$ cat config.mk
export PLATFORM = sky130hd
export DESIGN_NAME = cmsc_bank
export DESIGN_NICKNAME = d
export VERILOG_FILES = /design/src/verilog/cmsc_pkg.sv /design/src/verilog/cmsc_fault_counter.sv /design/src/verilog/cmsc_exchange.sv /design/src/verilog/cmsc_bank.sv
export VERILOG_INCLUDE_DIRS = /design/src /design/src/verilog
export SDC_FILE = /design/constraint.sdc
export NUM_CORES = 1
export LEC_CHECK = 0
export ABC_AREA = 1
export BUFFER_PORTS_ARGS = -buffer_cell sky130_fd_sc_hd__buf_4
export CAP_MARGIN = 20
export CORE_UTILIZATION = 50
export DETAILED_ROUTE_END_ITERATION = 8
export PLACE_DENSITY = 0.81
export SKIP_LAST_GASP = 1
export SYNTH_ARGS = -nofsm -noshare
export SYNTH_HDL_FRONTEND = slang
export SYNTH_SLANG_ARGS = --single-unit
$ cat constraint.sdc
create_clock -name clk_sys_in -period 3.5 [get_ports clk_sys_in]
set_input_delay 0.35 -clock clk_sys_in [delete_from_list [all_inputs] [get_ports clk_sys_in]]
set_output_delay 0.35 -clock clk_sys_in [all_outputs]
set_load 0.005 [all_outputs]
$ cat src/verilog/cmsc_consts.svh
// Constants for the character-mode channel status and command bank.
// Assumes inclusion by bare name from files under verilog/ and verification/.
`ifndef CMSC_CONSTS_SVH
`define CMSC_CONSTS_SVH

// Word width of every status and command word
`define CMSC_WORD_W          16
// Clock rate, nanoseconds per cycle
`define CMSC_CLK_PERIOD_NS   4
// Exchange durations, in nanoseconds
`define CMSC_STS_TIME_NS     16
`define CMSC_CMD_TIME_NS     16
// Exchange durations, in cycles (least time, rounded up)
`define CMSC_STS_CYCLES      ((`CMSC_STS_TIME_NS + `CMSC_CLK_PERIOD_NS - 1) / `CMSC_CLK_PERIOD_NS)
`define CMSC_CMD_CYCLES      ((`CMSC_CMD_TIME_NS + `CMSC_CLK_PERIOD_NS - 1) / `CMSC_CLK_PERIOD_NS)

// Exchange-progress and exchange-report bit positions
`define CMSC_XB_STATUS       0
`define CMSC_XB_COMMAND      1
`define CMSC_XB_ADJUST       2

// Channel fault word bit positions
`define CMSC_FB_NO_DEVICE    0
`define CMSC_FB_PARTNER      1
`define CMSC_FB_BLOCK        2
`define CMSC_FB_TIMEOUT      3
`define CMSC_FB_INTERNAL     4
`define CMSC_FB_CONFIG       5
`define CMSC_FB_HOST_LINK    6
`define CMSC_FB_APPLICATION  7

// Modem input word bit positions
`define CMSC_MB_CARRIER      0
`define CMSC_MB_CLEAR_SEND   2
`define CMSC_MB_SET_READY    3

// Channel command word bit positions
`define CMSC_CB_CLR_COUNT    0
`define CMSC_CB_READY_ON     8
`define CMSC_CB_READY_OFF    9

// Output command word: halt bit and reboot key
`define CMSC_OB_HALT         0
`define CMSC_REBOOT_KEY      16'hdead

// Protocol status word value in character mode
`define CMSC_PROTOCOL_CHAR   16'h0003

// Reset values
`define CMSC_WORD_RST        16'h0000

`endif

$ cat src/verilog/cmsc_pkg.sv
// Types for the character-mode channel status and command bank.
// Assumes the constants header is on the include path.
`include "cmsc_consts.svh"

package cmsc_pkg;

  // One status or command word
  typedef logic [`CMSC_WORD_W-1:0] cmsc_word_t;

  // Exchange engine states
  typedef enum logic [0:0] {
    CMSC_XS_IDLE = 1'b0,
    CMSC_XS_RUN  = 1'b1
  } cmsc_xstate_t;

endpackage

$ cat src/verilog/cmsc_fault_counter.sv
// Saturating 16-bit counter of character faults with a clear input.
// Assumes event pulses synchronous to clk_sys_in.
`timescale 1ns/1ns

module cmsc_fault_counter
  import cmsc_pkg::*;
(
  input  wire logic       clk_sys_in,   // System clock
  input  wire logic       rst_in,       // Async reset, active high
  input  wire logic       event_in,     // One fault seen this cycle
  input  wire logic       clear_in,     // Clear request
  output cmsc_word_t      count_out     // Current count
);

  cmsc_word_t count_q;  // Count register

  ////////////////////////////////////////////////////////////////////////
  // Counter: an event in the clearing cycle still counts, so it reads 1
  always_ff @(posedge clk_sys_in or posedge rst_in) begin
    if (rst_in) begin
      count_q <= `CMSC_WORD_RST;
    end else if (clear_in) begin
      count_q <= {15'h0000, event_in};
    end else if (event_in && (count_q != 16'hffff)) begin
      // Saturate rather than wrap, so a flood never reads as few faults
      count_q <= count_q + 16'h0001;
    end
  end

  assign count_out = count_q;

endmodule

$ cat src/verilog/cmsc_exchange.sv
// One explicit exchange: busy for a fixed number of cycles, then done.
// Assumes start and abort are single-cycle pulses.
`timescale 1ns/1ns

module cmsc_exchange
  import cmsc_pkg::*;
#(
  parameter logic [3:0] CYCLES = 4'h4   // Busy length in cycles
)
(
  input  wire logic clk_sys_in,   // System clock
  input  wire logic rst_in,       // Async reset, active high
  input  wire logic start_in,     // Exchange request, ignored while busy
  input  wire logic abort_in,     // Stop the exchange in progress
  output logic      busy_out,     // Exchange in progress
  output logic      done_out,     // Pulse: exchange ended normally
  output logic      failed_out    // Last exchange ended by abort
);

  cmsc_xstate_t state_q;   // Engine state
  logic [3:0]   left_q;    // Cycles still to run
  logic         failed_q;  // Sticky failure of last exchange
  logic         done_q;    // Normal end pulse

  ////////////////////////////////////////////////////////////////////////
  // Sequencer
  always_ff @(posedge clk_sys_in or posedge rst_in) begin
    if (rst_in) begin
      state_q <= CMSC_XS_IDLE;
      left_q  <= 4'h0;
      done_q  <= 1'b0;
    end else begin
      done_q <= 1'b0;
      unique case (state_q)
        CMSC_XS_IDLE: begin
          // Abort in the start cycle wins: nothing begins
          if (start_in && !abort_in) begin
            state_q <= CMSC_XS_RUN;
            left_q  <= CYCLES;
          end
        end
        CMSC_XS_RUN: begin
          if (abort_in) begin
            state_q <= CMSC_XS_IDLE;
          end else if (left_q == 4'h1) begin
            state_q <= CMSC_XS_IDLE;
            done_q  <= 1'b1;
          end else begin
            left_q <= left_q - 4'h1;
          end
        end
      endcase
    end
  end

  ////////////////////////////////////////////////////////////////////////
  // Failure report: set by an abort of a running exchange, kept until next start
  always_ff @(posedge clk_sys_in or posedge rst_in) begin
    if (rst_in) begin
      failed_q <= 1'b0;
    end else if ((state_q == CMSC_XS_RUN) && abort_in) begin
      failed_q <= 1'b1;
    end else if ((state_q == CMSC_XS_IDLE) && start_in && !abort_in) begin
      failed_q <= 1'b0;
    end
  end

  assign busy_out   = (state_q == CMSC_XS_RUN);
  assign done_out   = done_q;
  assign failed_out = failed_q;

endmodule

$ cat src/verilog/cmsc_bank.sv
// Character-mode channel status and command register bank.
// Assumes a host that issues status-read and command-write exchanges,
// and all inputs synchronous to clk_sys_in.
`timescale 1ns/1ns

module cmsc_bank
  import cmsc_pkg::*;
(
  input  wire logic       clk_sys_in,                // System clock, 250 MHz
  input  wire logic       rst_in,                    // Async reset, active high
  // Character fault events from the serial datapath
  input  wire logic       tx_char_fault_in,          // Pulse: bad transmitted char
  input  wire logic       rx_char_fault_in,          // Pulse: bad received char
  // Fault sources
  input  wire logic       no_device_in,              // No device works on channel
  input  wire logic       partner_inoperative_in,    // One attached device is down
  input  wire logic       terminal_block_missing_in, // Terminal block unplugged
  input  wire logic       timeout_fault_in,          // Timeout seen
  input  wire logic       internal_fault_in,         // Internal fault
  input  wire logic       self_test_in,              // Channel self-test running
  input  wire logic       config_mismatch_fault_in,  // Hw/sw configuration differ
  input  wire logic       host_link_fault_in,        // Host communication fault
  input  wire logic       application_fault_in,      // Application fault
  // Modem lines, high while line voltage is positive
  input  wire logic       carrier_detect_in,         // Carrier detect line
  input  wire logic       clear_to_send_in,          // Clear-to-send line
  input  wire logic       set_ready_in,              // Data-set-ready line
  // Status read exchange
  input  wire logic       status_read_req_in,        // Pulse: start status read
  output cmsc_word_t      status_fault_out,          // Fault word read back
  output cmsc_word_t      status_protocol_out,       // Protocol word read back
  output logic            status_read_done_out,      // Pulse: read done, data valid next cycle
  // Command write exchange
  input  wire logic       command_req_in,            // Pulse: start command write
  input  wire cmsc_word_t command_word_in,           // Channel command word value
  output logic            command_done_out,          // Pulse: command applied
  // Implicit output word
  input  wire logic       output_word_we_in,         // Pulse: write output word
  input  wire cmsc_word_t output_word_in,            // Output command word value
  // Readable words
  output cmsc_word_t      tx_char_fault_count_out,   // Transmit fault counter
  output cmsc_word_t      rx_char_fault_count_out,   // Receive fault counter
  output cmsc_word_t      channel_command_word_out,  // Last accepted command
  output cmsc_word_t      output_command_word_out,   // Last written output word
  output cmsc_word_t      modem_input_lines_out,     // Sampled modem lines
  output cmsc_word_t      exchange_progress_word_out,// Exchange busy flags
  output cmsc_word_t      exchange_report_word_out,  // Exchange failure flags
  output logic            channel_error_flag_out,    // Any channel fault
  // Actions
  output logic            terminal_ready_out,        // Terminal-ready line
  output logic            halt_all_transfers_out,    // Pulse: stop all exchanges
  output logic            reboot_out                 // Pulse: reboot the module
);

  ////////////////////////////////////////////////////////////////////////
  // Declarations
  // One word per readable register
  cmsc_word_t fault_q;          // Channel fault word
  cmsc_word_t fault_d;          // Its next value
  cmsc_word_t modem_q;          // Modem input word
  cmsc_word_t cmd_q;            // Last accepted channel command word
  cmsc_word_t out_q;            // Output command word
  cmsc_word_t sts_fault_q;      // Fault word captured by status read
  cmsc_word_t sts_proto_q;      // Protocol word captured by status read
  logic       ready_q;          // Terminal-ready line
  logic       halt_q;           // Halt pulse register
  logic       reboot_q;         // Reboot pulse register
  logic       soft_clr;         // Reboot or halt clears exchanges
  logic       count_clr;        // Counter clear this cycle
  logic       sts_busy;         // Status read running
  logic       sts_done;         // Status read ended normally
  logic       sts_failed;       // Status read aborted
  logic       cmd_busy;         // Command exchange running
  logic       cmd_done;         // Command exchange ended normally
  logic       cmd_failed;       // Command exchange aborted
  logic       halt_rise;        // Halt bit goes 0 to 1 in this write
  logic       reboot_hit;       // Reboot key written
  logic       ready_on;         // Terminal-ready set request
  logic       ready_off;        // Terminal-ready clear request
  logic [1:0] char_evt;         // Fault events, transmit then receive
  cmsc_word_t char_cnt [2];     // Counter values

  ////////////////////////////////////////////////////////////////////////
  // Output command word decode
  // Edge is taken against the stored word so a held bit never repeats
  assign halt_rise  = output_word_we_in && output_word_in[`CMSC_OB_HALT]
                      && !out_q[`CMSC_OB_HALT];
  assign reboot_hit = output_word_we_in && (output_word_in == `CMSC_REBOOT_KEY);

  // Abort any exchange on halt or reboot
  // Requests in that cycle are refused
  assign soft_clr = halt_q || reboot_q;

  // Output word store; reboot returns it to reset value
  always_ff @(posedge clk_sys_in or posedge rst_in) begin
    if (rst_in) begin
      out_q <= `CMSC_WORD_RST;
    end else if (reboot_q) begin
      // Reboot wipes the stored key
      out_q <= `CMSC_WORD_RST;
    end else if (output_word_we_in) begin
      // Stored whether key or not
      out_q <= output_word_in;
    end
  end

  // Halt and reboot pulses, one cycle each
  always_ff @(posedge clk_sys_in or posedge rst_in) begin
    if (rst_in) begin
      halt_q   <= 1'b0;
      reboot_q <= 1'b0;
    end else begin
      // Each lasts one cycle per write
      halt_q   <= halt_rise;
      reboot_q <= reboot_hit;
    end
  end

  ////////////////////////////////////////////////////////////////////////
  // Exchange engines
  // One shared abort for both engines
  // Status read: captures fault and protocol words at its end
  cmsc_exchange #(
    .CYCLES (4'(`CMSC_STS_CYCLES))
  ) u_sts_xchg (
    .clk_sys_in (clk_sys_in),
    .rst_in     (rst_in),
    .start_in   (status_read_req_in),
    .abort_in   (soft_clr),
    .busy_out   (sts_busy),
    .done_out   (sts_done),
    .failed_out (sts_failed)
  );

  // Command write: its delivery is the only path into command bits
  // Its word is captured apart, below
  cmsc_exchange #(
    .CYCLES (4'(`CMSC_CMD_CYCLES))
  ) u_cmd_xchg (
    .clk_sys_in (clk_sys_in),
    .rst_in     (rst_in),
    .start_in   (command_req_in),
    .abort_in   (soft_clr),
    .busy_out   (cmd_busy),
    .done_out   (cmd_done),
    .failed_out (cmd_failed)
  );

  ////////////////////////////////////////////////////////////////////////
  // Command word capture at request, acted on only at delivery
  always_ff @(posedge clk_sys_in or posedge rst_in) begin
    if (rst_in) begin
      cmd_q <= `CMSC_WORD_RST;
    end else if (reboot_q) begin
      cmd_q <= `CMSC_WORD_RST;
    end else if (command_req_in && !cmd_busy && !soft_clr) begin
      // Only when the engine takes it
      cmd_q <= command_word_in;
    end
  end

  // Command bits are one-shot requests on delivery
  assign count_clr = (cmd_done && cmd_q[`CMSC_CB_CLR_COUNT]) || reboot_q;
  assign ready_on  = cmd_done && cmd_q[`CMSC_CB_READY_ON];
  assign ready_off = cmd_done && cmd_q[`CMSC_CB_READY_OFF];

  // Terminal-ready line; both requests together leave it alone
  // Reboot beats any command
  always_ff @(posedge clk_sys_in or posedge rst_in) begin
    if (rst_in) begin
      ready_q <= 1'b0;
    end else if (reboot_q) begin
      // Reboot drops the line
      ready_q <= 1'b0;
    end else if (ready_on && !ready_off) begin
      ready_q <= 1'b1;
    end else if (ready_off && !ready_on) begin
      ready_q <= 1'b0;
    end else begin
      ready_q <= ready_q;
    end
  end

  ////////////////////////////////////////////////////////////////////////
  // Character fault counters, transmit at index 0, receive at index 1
  assign char_evt = {rx_char_fault_in, tx_char_fault_in};

  // Both counters share one clear
  generate
    for (genvar i = 0; i < 2; i++) begin : g_cnt
      cmsc_fault_counter u_cnt (
        .clk_sys_in (clk_sys_in),
        .rst_in     (rst_in),
        .event_in   (char_evt[i]),
        .clear_in   (count_clr),
        .count_out  (char_cnt[i])
      );
    end
  endgenerate

  assign tx_char_fault_count_out = char_cnt[0];
  assign rx_char_fault_count_out = char_cnt[1];

  ////////////////////////////////////////////////////////////////////////
  // Channel fault word, gathered combinationally, then registered
  // Upper bits read as zero
  always_comb begin
    fault_d                       = `CMSC_WORD_RST;
    fault_d[`CMSC_FB_NO_DEVICE]   = no_device_in;
    fault_d[`CMSC_FB_PARTNER]     = partner_inoperative_in;
    fault_d[`CMSC_FB_BLOCK]       = terminal_block_missing_in;
    fault_d[`CMSC_FB_TIMEOUT]     = timeout_fault_in;
    // Self-test reports as internal fault while it runs
    fault_d[`CMSC_FB_INTERNAL]    = internal_fault_in || self_test_in;
    fault_d[`CMSC_FB_CONFIG]      = config_mismatch_fault_in;
    fault_d[`CMSC_FB_HOST_LINK]   = host_link_fault_in;
    fault_d[`CMSC_FB_APPLICATION] = application_fault_in;
  end

  // Fault word and modem lines follow their sources, one cycle late
  // Registered so reads are glitch free
  // Unused modem bits stay zero
  always_ff @(posedge clk_sys_in or posedge rst_in) begin
    if (rst_in) begin
      fault_q <= `CMSC_WORD_RST;
      modem_q <= `CMSC_WORD_RST;
    end else begin
      fault_q                      <= fault_d;
      modem_q                      <= `CMSC_WORD_RST;
      modem_q[`CMSC_MB_CARRIER]    <= carrier_detect_in;
      modem_q[`CMSC_MB_CLEAR_SEND] <= clear_to_send_in;
      modem_q[`CMSC_MB_SET_READY]  <= set_ready_in;
    end
  end

  ////////////////////////////////////////////////////////////////////////
  // Status read data, captured at the normal end of the read
  // Data lags the done pulse a cycle
  always_ff @(posedge clk_sys_in or posedge rst_in) begin
    if (rst_in) begin
      sts_fault_q <= `CMSC_WORD_RST;
      sts_proto_q <= `CMSC_WORD_RST;
    end else if (sts_done) begin
      // Aborted reads keep old data
      sts_fault_q <= fault_q;
      sts_proto_q <= `CMSC_PROTOCOL_CHAR;
    end
  end

  ////////////////////////////////////////////////////////////////////////
  // Progress and report words; adjustment bits are never driven high
  // Bits 15:3 read as zero
  always_comb begin
    exchange_progress_word_out                   = `CMSC_WORD_RST;
    exchange_progress_word_out[`CMSC_XB_STATUS]  = sts_busy;
    exchange_progress_word_out[`CMSC_XB_COMMAND] = cmd_busy;
    exchange_progress_word_out[`CMSC_XB_ADJUST]  = 1'b0;
    exchange_report_word_out                     = `CMSC_WORD_RST;
    exchange_report_word_out[`CMSC_XB_STATUS]    = sts_failed;
    exchange_report_word_out[`CMSC_XB_COMMAND]   = cmd_failed;
    exchange_report_word_out[`CMSC_XB_ADJUST]    = 1'b0;
  end

  ////////////////////////////////////////////////////////////////////////
  // Outputs
  // Plain wiring, mostly from flops
  assign status_fault_out         = sts_fault_q;
  assign status_protocol_out      = sts_proto_q;
  assign status_read_done_out     = sts_done;
  assign command_done_out         = cmd_done;
  assign channel_command_word_out = cmd_q;
  assign output_command_word_out  = out_q;
  assign modem_input_lines_out    = modem_q;
  assign channel_error_flag_out   = |fault_q;
  assign terminal_ready_out       = ready_q;
  assign halt_all_transfers_out   = halt_q;
  assign reboot_out               = reboot_q;

endmodule

---- Word level (Yosys, flattened, before mapping) ----
Cells that the tools add are included.
storage, ports and cells
  register bits after elaboration ......... 101
  input bits .............................. 51
  output and inout bits ................... 150
  logic and storage cells ................. 111
operators by class
  add/subtract/negate cells ............... 4
  equality and inequality tests ........... 11
  mux-type cells .......................... 37
  bitwise operators ....................... 2
  reductions and logical operators ........ 38
operator list
  operator               count
  $mux 16                8
  $add 16x1->16 const B  2
  $ne 16x16->1 const B   2
  $mux 4                 6
  $logic_and 1x1->1      20
  $mux 1                 19
  $eq 16x16->1 const B   1
  $pmux 4 s2             2
  $reduce_bool 2->1      6
  $eq 4x1->1 const B     2
  $ne 2x2->1 const B     4
  $reduce_or 8->1        1
  $sub 4x1->4 const B    2
  $reduce_and 3->1       2
  $logic_not 1->1        5
  $ne 2x1->1 const B     2
  $pmux 1 s2             2
  $logic_or 1x1->1       3
  $reduce_bool 3->1      1
  $not 1->1              2

---- Logic depth before layout (Yosys ltp) ----
Gate-level depths: netlist (run 1).
  word-level depth ........................ 6
  depth in mapped cells ................... 9
  depth with buffers taken out ............ 9

---- Modules after synthesis ----
A second synthesis (run 1) with hierarchy kept.
second synthesis, totals
  cells, all modules ...................... 696
  area, all modules ....................... 5,542.8 um^2
modules (own cells, without submodules)
  module              instances  cells an instance  area each (um^2)  sequential area each (um^2)
  cmsc_bank           1          290                2,667.6           1,376.3
  cmsc_fault_counter  2          158                1,066.0           400.4
  cmsc_exchange       2          45                 371.6             175.2

---- Worst setup path before layout (run 1) ----
OpenSTA, ideal clock, no wires.
  kind .................................... flip-flop to flip-flop
  start point ............................. reg g_cnt[0].u_cnt.count_q[0]
  end point ............................... reg g_cnt[0].u_cnt.count_q[9]
  library setup time ...................... 0.066 ns
  data arrival time ....................... 1.509 ns
  data required time ...................... 3.434 ns
  path slack .............................. 1.925 ns
  stages on the path, launching flop included .. 10
  path buffers ............................ 1
  period minus slack after synthesis ...... 1.575 ns
  cells stage by stage .................... dfrtp_1 -> ha_1 -> nand2_1 -> nor2_2 -> nand2_2 -> nor2_1 -> nor3_2 -> buf_2 -> nand2_1 -> nand2_1
on the way
  longest elaborated chain between the ends .. 3
  elaborated cells between the ends (all ways) .. 6
  classes of those cells .................. 1 x add/sub; 1 x eq/ne; 2 x mux; 2 x reduce/logical
RTL lines
  what                                                  line                                                text
  from (decl)                                           cmsc_fault_counter.sv:15                            cmsc_word_t count_q;
  from (signal assigned)                                cmsc_fault_counter.sv:21                            count_q <= `CMSC_WORD_RST;
  from (signal assigned)                                cmsc_fault_counter.sv:23                            count_q <= {15'h0000, event_in};
  from (signal assigned)                                cmsc_fault_counter.sv:26                            count_q <= count_q + 16'h0001;
  $add 16x1->16 / $ne 16x16->1 (equally long branches)  cmsc_fault_counter.sv:26, cmsc_fault_counter.sv:24
  $mux 16 / $logic_and 1x1->1 (equally long branches)   cmsc_fault_counter.sv:24                            end else if (event_in && (count_q != 16'hffff)) begin
  $mux 16 / $reduce_bool 2->1 (equally long branches)   n/a
Several ways; a longest one is shown, not always the timed one. The select of a mux whose other input is x is not followed.
A chain may end at the register's enable or synchronous reset.

---- Worst setup path in the final report (run 1) ----
  start point ............................. reg reboot_q (netlist: reboot_out)
  end point ............................... reg g_cnt[1].u_cnt.count_q[8]
on the way
  longest elaborated chain between the ends .. 2
  elaborated cells between the ends (all ways) .. 3
  classes of those cells .................. 1 x mux; 2 x reduce/logical
RTL lines
  what                                                 line                      text
  from (decl)                                          cmsc_bank.sv:67           logic reboot_q;
  from (signal assigned)                               cmsc_bank.sv:115          reboot_q <= reboot_hit;
  $logic_or 1x1->1 (*)                                 cmsc_bank.sv:163          assign count_clr = (cmd_done && cmd_q[`CMSC_CB_CLR_COUNT]) || reboot_q;
  $mux 16 / $reduce_bool 2->1 (equally long branches)  n/a
  to (signal assigned)                                 cmsc_fault_counter.sv:21
  to (signal assigned)                                 cmsc_fault_counter.sv:23
  to (signal assigned)                                 cmsc_fault_counter.sv:26
  to (decl)                                            cmsc_fault_counter.sv:15
Every way passes the cells marked *; elsewhere a longest branch is shown, timed or not.

==> results of run 1 <==
cell families after synthesis:
family	share of synthesized area [%]
other cells	0.0703
flops	47.4
xor+xnor	3.12
simple gates	26.2
compound gates	5.37
fa+ha+maj	1.41
buf+inv	16.4
placed cells by master, fill, tap and decap left out, drive strengths merged, types with 6 or more instances in the layout:
cell type | Yosys | final
o21ai | 39 | 39
nand3 | 92 | 92
ha | 6 | 6
dfrtp | 101 | 101
clkbuf | 7 | 12
xnor2 | 7 | 7
inv | 76 | 77
nor3 | 6 | 6
o22ai | 7 | 7
conb | 1 | 63
nand2 | 164 | 164
nor2 | 42 | 42
nand4 | 10 | 10
buf | 77 | 140
xor2 | 12 | 12
state kept, by name, summed over array words and instances (netlist names), 3 cells and up:
name                      flops
status_fault_out              8
fault_q                       8
u_sts_xchg.left_q             4
channel_command_word_out     16
u_cmd_xchg.left_q             4
output_command_word_out      16
modem_input_lines_out         3
g_cnt.u_cnt.count_out        32
report_power, final:
| part | leakage (nW) | switching [mW] | internal [mW] |
|---|---|---|---|
| registers | 1.28 | 0.235 | 1.44 |
| logic | 2.06 | 0.579 | 0.556 |
| clock network | 0.0772 | 0.415 | 0.264 |
| total | 3.41 | 1.23 | 2.26 |
metrics by stage:
stage | hold slack (ns) | util (%) | std cells | power (mW)
6_report | 0.0636 | 61.7 | 927 | 3.49
2_1_floorplan | 0.381 | - | 719 | 2.32
3_5_place_dp | 0.444 | 60.1 | 911 | 2.83
4_1_cts | 0.0602 | 61.7 | 927 | 3.51
5_1_grt | 0.0512 | 61.7 | 927 | 3.74
3_3_place_gp | 0.450 | 60.1 | 911 | 2.76
metal layers:
metal  global-route usage, %  part of all wire (%)  up-vias
li1                        -                     -     2210
met1                    26.9                    40     2202
met2                    39.1                    51      179
met3                    6.49                   7.4       20
met4                    8.85                   1.6        0
met5                       0                     0        -
final cells by class:
cell class | instances | share of cell area, %
sequential | 101 | 39.7
multi-input combinational | 458 | 34.0
timing repair buffer | 140 | 16.5
inverter | 76 | 4.52
tap | 136 | 2.67
clock buffer | 12 | 2.12
clock inverter | 4 | 0.511
how the worst max path moves through the flow:
| stage | startpoint | to | slack [ns] |
|---|---|---|---|
| after CTS | reboot_out | g_cnt[0].u_cnt.count_out[3] | 1.18 |
| after detailed placement | reboot_out | g_cnt[0].u_cnt.count_out[10] | 1.22 |
| after floorplan | rst_in | channel_command_word_out[0] | 0.50 |
| final | reboot_out | g_cnt[1].u_cnt.count_out[8] | 1.17 |
| after global routing | reboot_out | g_cnt[0].u_cnt.count_out[13] | 0.91 |
| after global placement | reboot_out | g_cnt[0].u_cnt.count_out[13] | 1.34 |
==> impl_results.md, run 1 <==
- Outcome: complete, no violations
- Pre-CTS WS: 1.22 ns
- Final Cycle Share: 66.5%
- Count of cell types in the netlist: 28
- First-pass DRT Iterations: 4
- Per-cell routed wire length: 13.2 microns
- VDD IR max: 0.392 mV
- Total Wirelength: 12.2 mm
- Leak pwr: 3.41 nW
- Post-Syn Area per Cell: 8.12 sq um
- Area leader, netlist: dfrtp_1
- RSZ-0062 raised after global routing: no
- Max-cap violations: 0
- Final Max Tran Viols: 0
- GR Overflow Total: 0
- Critical path depth: 6
- Dpl hpwl: 8.88 mm
- Worst min-delay path class: primary input to async pin
- Core box area: 10300 sq um
- Fin nets: 843
- Setup bufs post-CTS: 0
- Drc violations: 0
- Most common cell in the netlist: nand2_1
- Via density: 4.97
- Relative slew slack: 38.1%
- Mapped cell area: 5340 sq um
- Setup violators final: 0
- Multi-input gate area: 2160 sq um
- CTS-repair resized insts: 0
- Synth top area cells: dfrtp_1, nand2_1, buf_4, nand3_1, inv_1
- Share of layout cells above drive strength 1: 21.6%
- Seq/Total Area, Yosys: 47.4%
- # H-tree levels: 3
- Yosys warns: 0
- Top cells by count, synth: nand2_1, dfrtp_1, nand3_1
- Clock sink total: 101
- Area grow syn2layout: 19.3%
- Syn Inst Count: 657
- Synth Flop Type: dfrtp_1
- Top-area cell type share of the netlist area: 47.4%
- Largest net degree at the start of global routing: 56
- Reg-to-reg slack, setup: 1.17 ns
- CP Cell Sequence: inv_2, nand2_1, inv_2, nand2_1, nand2_1, nand2_1
- Worst R2R Start: reboot_out
- Vias: 4611
- Clock Latency Late Sink: 0.37 ns
- Die height: 105 microns
- Buffers on Ports: 137
- I/O pin cnt: 201
- EDFF count, synth: 0
- R2R depth: 6
- Measured slew at the worst slew-check pin: 0.923 ns
- PD cells: 549 nW/um^2
- Maximum root-to-sink buffer count: 2
- Critical path's most frequent cell: nand2_1
- Die W: 105 microns
- Initial antenna violation count: 0
- First-pass GRT wire length: 20.2 mm
- Starting density of the core: 51.7%
- R2R Path End: g_cnt[1].u_cnt.count_out[8]
- Post-Route Setup TNS: 0 ns
- Count of hold-fix buffers inserted at cts: 0
- Family with the most delay on the worst path: buffers and inverters
- Gr usage total: 22.7%
- Storage cell area: 2530 sq um
- Hold violation total from the final report: 0
- Fraction of registers with async set/reset: 100%
- Critical Path RT: 3.76 ns
- Critical Path Start Type: register
- Vias in the first global route: 4395
- Setup CP Type: register to register
- CP arrival: 2.59 ns
- Post-route ant nets: 0
- Max incr delay on CP: 0.57 ns
- CP Max Fanout: 37
- Fmax: 430 MHz
- Dpl cell area: 6200 sq um
- Design area: 6370 sq um
- Row Count: 37
- Setup ws final: 1.17 ns
- Synthesis-stage register bit count: 101
- Routability cong.: 0.828
- Tmin final: 2.33 ns
- Inserted Clock Buffers: 9
- Clk_skew: 0.00672 ns
- Initial DRC Count: 168
- Critical path's slowest cell: inv_2
- Die area: 11100 sq um
- Clock Pin Slew Worst Setup and Hold Paths: 0.10 ns
- CTS Root Cell: clkbuf_8
- CP Buf/Inv Count: 2
- Ant. Diodes: 0
- CP endpoint kind: register
- FILL cells: 882
- CTS tree: built
Note: power is estimated with default switching activity, not from simulation.
==> inputs of run 2 (changes only) <==
ABC_AREA = 0   (was 1)
CORE_UTILIZATION = 49   (was 50)
clock period = 2.35 ns   (was 3.5 ns; I/O delays follow)
==> impl_results.md, run 2 <==
- Core box area: 9820 sq um (-4.9%)
- Post-route ant nets: 0 (unchanged)
- Max-cap violations: 0 (unchanged)
- Synthesis-stage register bit count: 101 (unchanged)
- Total Wirelength: 10.7 mm (-13%)
- Area grow syn2layout: 24.3%
- Vias in the first global route: 3535 (-20%)
- CTS Root Cell: clkbuf_8
- WHS: -0.0315 ns (-0.0951 ns)
- Hold violation total from the final report: 10 (+10)
- Clk_skew: 0.00574 ns (-0.000980 ns)
- I/O pin cnt: 201 (unchanged)
- Mapped cell area: 4990 sq um (-6.4%)
- Pre-CTS WS: 0.435 ns (-0.783 ns)
- Simple-Gate Fraction of Synth Area: 19.9% (-6.3 points)
- Largest net degree at the start of global routing: 102 (+82%)
- CP endpoint kind: register
- Inserted Clock Buffers: 9 (unchanged)
- Measured slew at the worst slew-check pin: 0.667 ns (-0.256 ns)
- Relative slew slack: 55.1% (+17 points)
- Gr usage total: 20.4% (-2.4 points)
- EDFF count, synth: 0 (unchanged)
- PD cells: 879 nW/um^2 (+60%)
- Syn Inst Count: 490 (-25%)
- CTS tree: built
- Met1 usage in global routing: 25.9% (-0.96 points)
- Top cells by count, synth: dfrtp_1, buf_4, nor2_1
- Via density: 5.00 (+0.52%)
- Drc violations: 0 (unchanged)
- Buffers on Ports: 137 (unchanged)
- Die area: 10600 sq um (-4.4%)
- Seq/Total Area, Yosys: 50.6% (+3.2 points)
- Setup violators final: 0 (unchanged)
- Post-Route Setup TNS: 0 ns (unchanged)
- Yosys warns: 0 (unchanged)
- Setup CP Type: register to register
- Outcome: finished, violations left
- CP arrival: 2.26 ns (-0.33 ns)
- Maximum root-to-sink buffer count: 2 (unchanged)
- Critical Path RT: 2.64 ns (-1.12 ns)
- Final Cycle Share: 84.1% (+18 points)
- GR Overflow Total: 0 (unchanged)
- Met2 Track Usage GR: 34.4% (-4.6 points)
- RSZ-0062 raised after global routing: no
- Crit path from: g_cnt[0].u_cnt.count_out[0]
- Mux contribution to synthesized area: 5.01% (+5.0 points)
- GR Layer Usage met3: 3.73% (-2.8 points)
- Clock sink total: 101 (unchanged)
- Adder-cell share of the synthesized area: 1.50% (+0.096 points)
- Count of cell types in the netlist: 48 (+71%)
- Worst R2R Start: g_cnt[0].u_cnt.count_out[0]
- Vias: 3840 (-17%)
- Final Max Tran Viols: 0 (unchanged)
- Fraction of registers with async set/reset: 100% (unchanged)
- Post-Syn Area per Cell: 10.2 sq um (+25%)
- First-pass GRT wire length: 16.8 mm (-17%)
- Area leader, netlist: dfrtp_1
- Synth Flop Type: dfrtp_1
- Top-area cell type share of the netlist area: 50.6% (+3.2 points)
- Clock Pin Slew Worst Setup and Hold Paths: 0.09 ns (about the same)
- Starting density of the core: 50.9% (-0.82 points)
- Xor and xnor area share after synthesis: 4.38% (+1.3 points)
- Per-cell routed wire length: 13.9 microns (+5.2%)
- Failing checks: hold timing
- Row Count: 36 (-2.7%)
- Max reg flops: 32 (unchanged)
- Leak pwr: 3.08 nW (-9.8%)
- Routability cong.: 0.846 (+2.2%)
- CTS-repair resized insts: 0 (unchanged)
- Most frequent cells in the layout: buf_4, dfrtp_1, conb_1
- Clock Latency Late Sink: 0.36 ns (about the same)
- CP Max Fanout: 9 (-76%)
- Initial antenna violation count: 0 (unchanged)
- Share of layout cells above drive strength 1: 27.6% (+5.9 points)
- Worst min-delay path class: primary input to async pin
- R2R depth: 6 (unchanged)
- Initial DRC Count: 116 (-31%)
- Ant. Diodes: 0 (unchanged)
- Dpl hpwl: 7.48 mm (-16%)
- Largest family of logic cells by synthesized area: simple AND/OR/NAND/NOR gates
- Synth top area cells: dfrtp_1, buf_4, nor2_1, mux2i_1, xor2_1
- Tmin final: 1.98 ns (-0.351 ns)
- Die W: 103 microns (-2.2%)
- Post-synthesis compound-gate area fraction: 6.29% (+0.92 points)
- Fmax: 506 MHz (+18%)
- Commonest non-fill, non-tap cell in the layout: buf_4
- Most common cell in the netlist: dfrtp_1
- VDD IR max: 0.544 mV (+39%)
- Critical Path Start Type: register
- Setup ws final: 0.374 ns (-0.799 ns)
- Fin nets: 687 (-19%)
- First-pass DRT Iterations: 4 (unchanged)
- Most Crowded Layer GR: met2
- # H-tree levels: 3 (unchanged)
- Die height: 103 microns (-2.2%)
- Setup bufs post-CTS: 0 (unchanged)
run 2: repair_timing:
item                       in CTS  in global routing
setup endpoints to repair       0                  0
hold buffers                   10                  0
hold endpoints to repair       10                  0
run 2: report_power, final:
part / switching (mW) / total, mW / internal, mW
clock: 0.584 / 1.10 / 0.520
sequential: 0.455 / 2.65 / 2.19
combinational: 0.729 / 1.71 / 0.976
total: 1.77 / 5.46 / 3.69
run 2: kinds of logic (layout without fill, tap and decap cells):
kind of cell               after synthesis  in the layout
other                                    1             63
buffers and inverters                   92            175
and+or+nand+nor                        188            188
xor gates and xnor gates                25             25
DFF                                    101            101
adders and majority gates                6              6
AOI/OAI and AO/OA                       53             53
muxes                                   24             24
run 2: per-layer routing:
| metal | share of wire, % | vias up |
|---|---|---|
| met5 | 0 | - |
| met4 | 1.8 | 0 |
| met3 | 5.0 | 14 |
| met2 | 52 | 135 |
| met1 | 42 | 1867 |
| li1 | - | 1824 |
run 2: per-stage QoR:
step	power (mW)	area (sq um)	instances	hold slack (ns)	util (%)
after CTS	5.53	6210	768	0.0385	63.2
after detailed placement	4.39	5910	742	0.345	60.2
after global routing	5.84	6210	768	0.0485	63.2
after global placement	4.30	5910	742	0.346	60.2
after floorplan	3.54	5230	552	0.266	-
final	5.46	6210	768	-0.0315	63.2
run 2: cell type report:
class | instances | area (sq um)
multi-input cells | 359 | 2100
fillers | 790 | 3610
clock buffers | 10 | 138
inverters | 8 | 33.8
repair buffers | 151 | 1180
clock inverters | 6 | 62.6
flip-flops and latches | 101 | 2530
well taps | 133 | 166
run 2: final timing paths:
path	end	slack, ns
hold / removal	modem_input_lines_out[0]	-0.03
hold reg to reg	halt_all_transfers_out	0.48
setup reg to reg	g_cnt[0].u_cnt.count_out[6]	0.37
max in group asynchronous	g_cnt[0].u_cnt.count_out[1]	1.89
setup / recovery	g_cnt[0].u_cnt.count_out[6]	0.37
min in group clk_sys_in	fault_q[4]	0.07
run 2: critical path: stages (launching register included):
cell and delay (ns):
dfrtp_1 0.44, ha_1 0.26, nand4_2 0.19, nand4bb_1 0.25, nand2_1 0.19, or4_1 0.43, a21oi_1 0.15
